--- config.mk ---
export PLATFORM = sky130hd
export DESIGN_NAME = pds_regs
export DESIGN_NICKNAME = d
export VERILOG_FILES = /design/src/rtl/pds_pkg.sv /design/src/rtl/pds_regs.sv
export SDC_FILE = /design/constraint.sdc
export NUM_CORES = 1
export LEC_CHECK = 0
export BUFFER_PORTS_ARGS = -buffer_cell sky130_fd_sc_hd__buf_2
export CORE_MARGIN = 8
export CORE_UTILIZATION = 50
export DETAILED_ROUTE_END_ITERATION = 6
export PLACE_DENSITY = 0.9
export SYNTH_ARGS = -nofsm -noshare
export SYNTH_HDL_FRONTEND = slang
export SYNTH_SLANG_ARGS = --single-unit
--- constraint.sdc ---
create_clock -name ref_clk -period 1.9 [get_ports ref_clk]
set_input_delay 0.285 -clock ref_clk [delete_from_list [all_inputs] [get_ports ref_clk]]
set_output_delay 0.285 -clock ref_clk [all_outputs]
set_load 0.02 [all_outputs]
--- src/rtl/pds_pkg.sv ---
// Constants and carrier types for the PHY duplex and status register block.
// Assumes a 200 MHz management-side clock and 5-bit register addresses.
package pds_pkg;

  // Register addresses on the management port.
  localparam logic [4:0]  CTRL_ADDR     = 5'h00;
  localparam logic [4:0]  STAT_ADDR     = 5'h01;

  // Control register fields and their values after reset.
  localparam int          CTRL_DPX_BIT  = 8;
  localparam int          CTRL_COLT_BIT = 7;
  localparam logic        CTRL_DPX_RST  = 1'h0;
  localparam logic        CTRL_COLT_RST = 1'h0;

  // Status register fields.
  localparam int          STAT_CW_HI    = 14;
  localparam int          STAT_CW_LO    = 6;
  localparam int          STAT_CW_W     = STAT_CW_HI - STAT_CW_LO + 1;
  localparam int          STAT_AN_DONE  = 5;
  localparam int          STAT_RFAULT   = 4;
  localparam int          STAT_LINK     = 2;
  localparam int          STAT_JABBER   = 1;
  localparam logic [15:0] STAT_RST      = 16'h7809;
  // Bits that never change: four-pair ability, autoneg ability, extended.
  localparam logic [15:0] STAT_RO_MASK  = 16'h8009;
  localparam logic [STAT_CW_W-1:0] STAT_CW_RST =
    STAT_RST[STAT_CW_HI:STAT_CW_LO];

  // Collision test timing, worst case taken at the 100 Mb/s bit time.
  localparam int          CLK_PERIOD_NS = 5;
  localparam int          BIT_TIME_NS   = 10;
  localparam int          COL_ON_BITS   = 512;
  localparam int          COL_OFF_BITS  = 4;
  localparam int          COL_ON_CYC    =
    COL_ON_BITS * BIT_TIME_NS / CLK_PERIOD_NS;
  localparam int          COL_OFF_CYC   =
    COL_OFF_BITS * BIT_TIME_NS / CLK_PERIOD_NS;
  // Pin to col: three synchroniser stages, filter, output flop.
  localparam int          COL_PATH_CYC  = 5;

  typedef struct packed {
    logic        wr;
    logic        rd;
    logic [4:0]  addr;
    logic [15:0] wdata;
  } pds_mgmt_req_t;

  typedef struct packed {
    logic loopback;
    logic an_enable;
    logic an_done;
    logic an_full;
    logic remote_fault;
    logic link_ok;
    logic jabber;
    logic ovr_en;
  } pds_live_t;

endpackage

--- src/rtl/pds_regs.sv ---
// Duplex selection, collision test and basic status register of a PHY.
// Assumes the serial management frame engine on ref_clk hands in
// one-cycle read and write strobes, that the live status comes from
// logic on ref_clk, and that the three pins are asynchronous.
`timescale 1ns/100ps

// Notes on behaviour
// Hardware mode takes duplex from pin.
// Hardware mode reports active link duplex.
// Autoneg enabled takes negotiated duplex.
// Autoneg off: control bit sets duplex.
// Loopback ignores the duplex control bit.
// Collision test off keeps col low.
// Collision test works even in loopback.
// Col follows tx enable within limits.
// Reserved control bits read zero.
// Manager writes reserved bits at defaults.
// Sixteen-bit status register, reset to defaults.
// Four-pair ability bit reads zero always.
// Four ability bits reset to one.
// Autoneg complete latches high, zero if off.
// Remote fault latches high, resets zero.
// Fixed ability ones; short frame bit zero.
// Override bits writable only when enabled.
// Reserved status bits zero, override writable.
// Link latches low, jabber latches high.
// Read releases latches to live state.
module pds_regs (
  input  wire logic                   ref_clk,
  input  wire logic                   rst_b,
  input  wire pds_pkg::pds_mgmt_req_t mgmt_req,
  input  wire pds_pkg::pds_live_t     live,
  input  wire logic                   config_source_pin,
  input  wire logic                   duplex_select_pin,
  input  wire logic                   tx_en_pin,
  output logic [15:0]                 mgmt_rdata,
  output logic                        mgmt_rd_ack,
  output logic                        duplex_full,
  output logic                        duplex_status,
  output logic                        col
);

  generate
    if (pds_pkg::COL_OFF_CYC < pds_pkg::COL_PATH_CYC) begin : g_chk
      $error("Collision release path slower than allowed");
    end
  endgenerate

  // Bit 0 config source, bit 1 duplex select, bit 2 tx enable.
  logic [2:0]                      pin_s1_r;
  logic [2:0]                      pin_s2_r;
  logic [2:0]                      pin_s3_r;
  logic [2:0]                      pin_f_r;
  logic [2:0]                      pin_f_nxt;
  logic [2:0]                      pin_dis;
  logic                            sw_mode;
  logic                            dpx_pin;
  logic                            tx_en;
  logic                            ctl_dpx_r;
  logic                            coltest_r;
  logic                            duplex_nxt;
  logic                            duplex_r;
  logic                            dstat_r;
  logic                            col_r;
  logic [pds_pkg::STAT_CW_W-1:0]   cw_r;
  logic [2:0]                      lh_r;
  logic [2:0]                      lh_cond;
  logic [2:0]                      lh_nxt;
  logic                            ll_r;
  logic                            ll_nxt;
  logic                            wr_ctl;
  logic                            wr_stat;
  logic                            rd_stat;
  logic [15:0]                     ctl_val;
  logic [15:0]                     stat_val;
  logic [15:0]                     rdata_r;
  logic                            ack_r;

  // The first stage feeds only the second; the filter compares the
  // second and third so a metastable sample is never counted.
  always_ff @(posedge ref_clk) begin
    if (!rst_b) begin
      pin_s1_r <= 3'h0;
      pin_s2_r <= 3'h0;
      pin_s3_r <= 3'h0;
      pin_f_r  <= 3'h0;
    end else begin
      pin_s1_r <= {tx_en_pin, duplex_select_pin, config_source_pin};
      pin_s2_r <= pin_s1_r;
      pin_s3_r <= pin_s2_r;
      pin_f_r  <= pin_f_nxt;
    end
  end

  always_comb begin
    pin_dis   = pin_s2_r ^ pin_s3_r;
    pin_f_nxt = (pin_s2_r & ~pin_dis) | (pin_f_r & pin_dis);
  end

  assign sw_mode = pin_f_r[0];
  assign dpx_pin = pin_f_r[1];
  assign tx_en   = pin_f_r[2];

  assign wr_ctl  = mgmt_req.wr && (mgmt_req.addr == pds_pkg::CTRL_ADDR);
  assign wr_stat = mgmt_req.wr && (mgmt_req.addr == pds_pkg::STAT_ADDR);
  assign rd_stat = mgmt_req.rd && (mgmt_req.addr == pds_pkg::STAT_ADDR);

  // The duplex bit is stored in every mode so a later switch to software
  // mode picks up whatever the manager last wrote.
  always_ff @(posedge ref_clk) begin
    if (!rst_b) begin
      ctl_dpx_r <= pds_pkg::CTRL_DPX_RST;
      coltest_r <= pds_pkg::CTRL_COLT_RST;
    end else if (wr_ctl) begin
      ctl_dpx_r <= mgmt_req.wdata[pds_pkg::CTRL_DPX_BIT];
      coltest_r <= mgmt_req.wdata[pds_pkg::CTRL_COLT_BIT];
    end
  end

  always_comb begin
    // loopback ignores bit.
    if (live.loopback) begin
      duplex_nxt = 1'h1;
    // pin sets duplex.
    end else if (!sw_mode) begin
      duplex_nxt = dpx_pin;
    // negotiated duplex used.
    end else if (live.an_enable) begin
      duplex_nxt = live.an_full;
    // control bit decides.
    end else begin
      duplex_nxt = ctl_dpx_r;
    end
  end

  always_ff @(posedge ref_clk) begin
    if (!rst_b) begin
      duplex_r <= 1'h0;
      dstat_r  <= 1'h0;
    end else begin
      duplex_r <= duplex_nxt;
      // active link duplex.
      dstat_r  <= duplex_nxt & live.link_ok;
    end
  end

  // Loopback does not gate col, so the test still works while looped.
  always_ff @(posedge ref_clk) begin
    if (!rst_b) begin
      col_r <= 1'h0;
    end else begin
      // gated by test bit.
      // loopback not consulted.
      // tracks tx enable.
      col_r <= coltest_r & tx_en;
    end
  end

  // writes need override.
  // reserved bits writable.
  always_ff @(posedge ref_clk) begin
    if (!rst_b) begin
      // ability bits reset.
      cw_r <= pds_pkg::STAT_CW_RST;
    end else if (wr_stat && live.ovr_en) begin
      cw_r <= mgmt_req.wdata[pds_pkg::STAT_CW_HI:pds_pkg::STAT_CW_LO];
    end
  end

  // The live condition is folded in even on the read cycle, so an event
  // that coincides with the clearing read is never lost.
  always_comb begin
    lh_cond = {live.an_enable & live.an_done, live.remote_fault,
               live.jabber};
    // read releases latches.
    lh_nxt  = rd_stat ? lh_cond : (lh_r | lh_cond);
    ll_nxt  = rd_stat ? live.link_ok : (ll_r & live.link_ok);
  end

  always_ff @(posedge ref_clk) begin
    if (!rst_b) begin
      lh_r <= 3'h0;
      ll_r <= 1'h0;
    end else begin
      // remote fault latched.
      // jabber and link latched.
      lh_r <= lh_nxt;
      ll_r <= ll_nxt;
    end
  end

  always_comb begin
    // reserved bits zero.
    ctl_val = 16'h0000;
    ctl_val[pds_pkg::CTRL_DPX_BIT]  = ctl_dpx_r;
    ctl_val[pds_pkg::CTRL_COLT_BIT] = coltest_r;
    // four-pair bit zero.
    // fixed ability ones.
    stat_val = pds_pkg::STAT_RST & pds_pkg::STAT_RO_MASK;
    stat_val[pds_pkg::STAT_CW_HI:pds_pkg::STAT_CW_LO] = cw_r;
    // zero when autoneg off.
    stat_val[pds_pkg::STAT_AN_DONE] = lh_r[2] & live.an_enable;
    stat_val[pds_pkg::STAT_RFAULT]  = lh_r[1];
    stat_val[pds_pkg::STAT_LINK]    = ll_r;
    stat_val[pds_pkg::STAT_JABBER]  = lh_r[0];
  end

  // sixteen-bit read path.
  always_ff @(posedge ref_clk) begin
    if (!rst_b) begin
      rdata_r <= 16'h0000;
      ack_r   <= 1'h0;
    end else begin
      ack_r <= mgmt_req.rd;
      if (mgmt_req.rd) begin
        case (mgmt_req.addr)
          pds_pkg::CTRL_ADDR: rdata_r <= ctl_val;
          pds_pkg::STAT_ADDR: rdata_r <= stat_val;
          default:            rdata_r <= 16'h0000;
        endcase
      end
    end
  end

  assign mgmt_rdata    = rdata_r;
  assign mgmt_rd_ack   = ack_r;
  assign duplex_full   = duplex_r;
  assign duplex_status = dstat_r;
  assign col           = col_r;
endmodule

==> impl_results.md <==
* Fin crit share at 0.624
* Startpoint types: flop
* GR Overflow Total at 0
* Die ar. at ~0.0054 mm2
* Std cell rows at 21
* H-tree Lvls at 2
* Leak pwr at between 0.0008 and 0.0009 uW
* CP Cell Sequence: buf_2
* Synth Area in Simple Gates at 0.207
* Clock Tree Buf Depth at 2
* Switching Share at 0.235
* Largest net degree at the start of global routing at 35
* Fillcell total at 313
* Fraction of layout cells with a size suffix above 1 at 0.272
* Critical path fanouts, max at 3
* Crit path buf inv count at 1
* Peak supply drop at ~500 uV
* Layout area overhead at 18.3%
* CP Capture Type: output port
* Critical path required time at approximately 1600 ps
* Hold Vio Cnt, Final at 0
* Die Wd at approximately 73 um
* Via count at approximately 1300
* Synth async-reset ratio at 0
* DR DRC count at 0
* Maximum clock rate at 844 MHz
* Switching power at approximately 350 uW
* Maxcap violations at 0
* Final nets at 252
* HPWL after detailed placement at about 2500 um
* DP Area at between 0.0015 and 0.002 mm2
* Synth area leader: dfxtp_1
* Worst stage delay on the critical path at approximately 380 ps
* CTS tree: built
* Routed wire length at between 3000 and 4000 um
* Post-synthesis mux area share at 0.0607
* Hold buffers post-CTS at 0
* First-pass GRT wire length at 5290 um
* CORE AREA at 0.00326 mm2
* Setup bufs post-CTS at 0
* Post-CTS sizing at 0
* Outcome: finished clean
* Register area share after synthesis at 0.546
* Mapped cell area at 0.00165 mm2
* Number of enable flip-flop cells after synthesis at 0
* Final setup vio count at 0
* Detailed-route vias per instance at between 4 and 5
* Sum Neg Setup Slack at 0 ps
* # diodes at 0
* Worst-Skew Late Latency at roughly 360 ps
* 1st-pass router iterations at 4
* Num CTS Buffers at 5
* Seq pwr share at 0.645
* Starting density of the core at 0.506
* Comb power frac at 0.070
* Area contributors post-synth: dfxtp_1, nand2_1, mux2i_1
* Largest family of logic cells by synthesized area: simple AND/OR/NAND/NOR gates
* CP max stage cell: dfxtp_1
* Design area at roughly 0.002 mm2
* Yosys cell types at 26
* Unrepaired setup endpoints after global routing: false
* Root Buffer: clkbuf_4
* Post-DR wirelength/cell at 12.3 um
* Post-route antenna net violation count at 0
* Pwr Density at slightly below 800 mW/mm2
* Worst-margin pin slew at approximately 500 ps
* Clk pwr share at 0.285
* Syn avg cell area at ~9.7 um2
* Adder-cell area share of the yosys netlist at 0
* Clock slew at reported path FFs at approximately 130 ps
* Final slew viol count at 0
* Worst Hold Class: in -> reg
* Critical Setup Path Class: reg -> out
* Worst Skew at 11.1 ps
* DRT iter0 DRCs at about 140
* Cell count after synthesis at 170
* Die height at roughly 73 um
* GPL Wtd Cong at roughly 0.77
* Post-synthesis xor/xnor area fraction at 0
* Number of global-route vias before repair at between 1000 and 1500
* Number of primary I/O pins at 56
* Clk sinks at 45
* #FFs+latches synth at 45
* Slew HR at 0.663
* Yosys top cell area share at 0.546
* Int Pwr at 1150 uW
* Top_reg_cell synth: dfxtp_1
* Commonest non-fill, non-tap cell in the layout: buf_2
* CP arrival at about 900 ps
* Initial antenna violation count at 0
* Compound-gate portion of the synthesized area at 0.133
* Global-route usage over all layers at 0.125
* I/O Buffers at 47
* Commonest cells after routing, fill and taps aside: buf_2, dfxtp_1, nand2_1
* Syn_nets at 206
* Fin crit period at 1180 ps
* Synth warnings at 0
* CP top delay family: flip-flops
==> worst reg2reg max path: stages (launching register included) <==
cell	delay [ps]
dfxtp_1	350
mux2i_1	120
a21oi_1	100
o211a_1	200
==> kinds of logic (layout without fill, tap and decap cells) <==
kind of cell	Yosys count	count (layout)
simple gates	67	67
flops	45	45
mux	10	10
buf+inv	16	63
other cells	1	1
compound gates	31	31
==> cell type report <==
class / instances / area (um2) / area share
sequential: 45 / 901 / 0.462
multi-input combinational: 109 / 664 / 0.341
timing repair buffer: 50 / 258 / 0.132
tap: 46 / 57.6 / 0.0295
clock buffer: 6 / 41.3 / 0.0212
inverter: 5 / 18.8 / 0.00962
clock inverter: 2 / 10.0 / 0.00513
==> state kept, by name, summed over array words and instances, names as in the netlist, named ones only <==
name / cells
coltest_r: 1
pin_s2_r: 3
ll_r: 1
col: 1
mgmt_rd_ack: 1
mgmt_rdata: 14
pin_s1_r: 3
pin_s3_r: 3
duplex_status: 1
cw_r: 9
lh_r: 3
duplex_full: 1
ctl_dpx_r: 1
==> Yosys cell counts (all sizes together), types with 2 or more instances <==
library cell   n
mux2i         10
nand3         12
o21ai          8
nor2b          5
and3           2
o211a          2
clkbuf         6
inv            5
a32oi          3
nand2         31
o211ai         4
dfxtp         45
and2          13
buf            5
a21boi        11
o21a           2
==> power groups by stage <==
stage	clock network, uW	registers (uW)	logic [uW]
finish	429	970	105
floorplan	0	995	53.0
detailed placement	0	991	106
global route	491	972	116
global placement	0	990	104
CTS	438	970	106
==> through the flow <==
stage | utilization | worst slack (ps) | std cells | hold slack, ps | total power [uW]
after detailed placement | 0.583 | 375 | 255 | 422 | 1100
after floorplan | - | 612 | 170 | 394 | 1050
after global routing | 0.599 | 658 | 263 | 116 | 1580
final | 0.599 | 715 | 263 | 111 | 1500
after global placement | 0.583 | 402 | 255 | 414 | 1090
after CTS | 0.599 | 701 | 263 | 113 | 1510
==> metal layers <==
layer	wire [um]	share of wire	track usage
met4	33	0.010	0.0443
met5	0	0	0
met1	1400	0.43	0.132
met2	1550	0.48	0.219
met3	252	0.078	0.0505
==> worst paths after layout <==
path | cells past startpoint | end | startpoint | slack [ps]
setup / recovery | 1 | mgmt_rdata[0] | mgmt_rdata[3] | 720
hold / removal | 3 | lh_r[1] | live[3] | 110
setup reg to reg | 3 | duplex_status | ctl_dpx_r | 1040
hold reg to reg | 1 | pin_s2_r[0] | pin_s1_r[0] | 440
(Power assumes the default switching activity.)
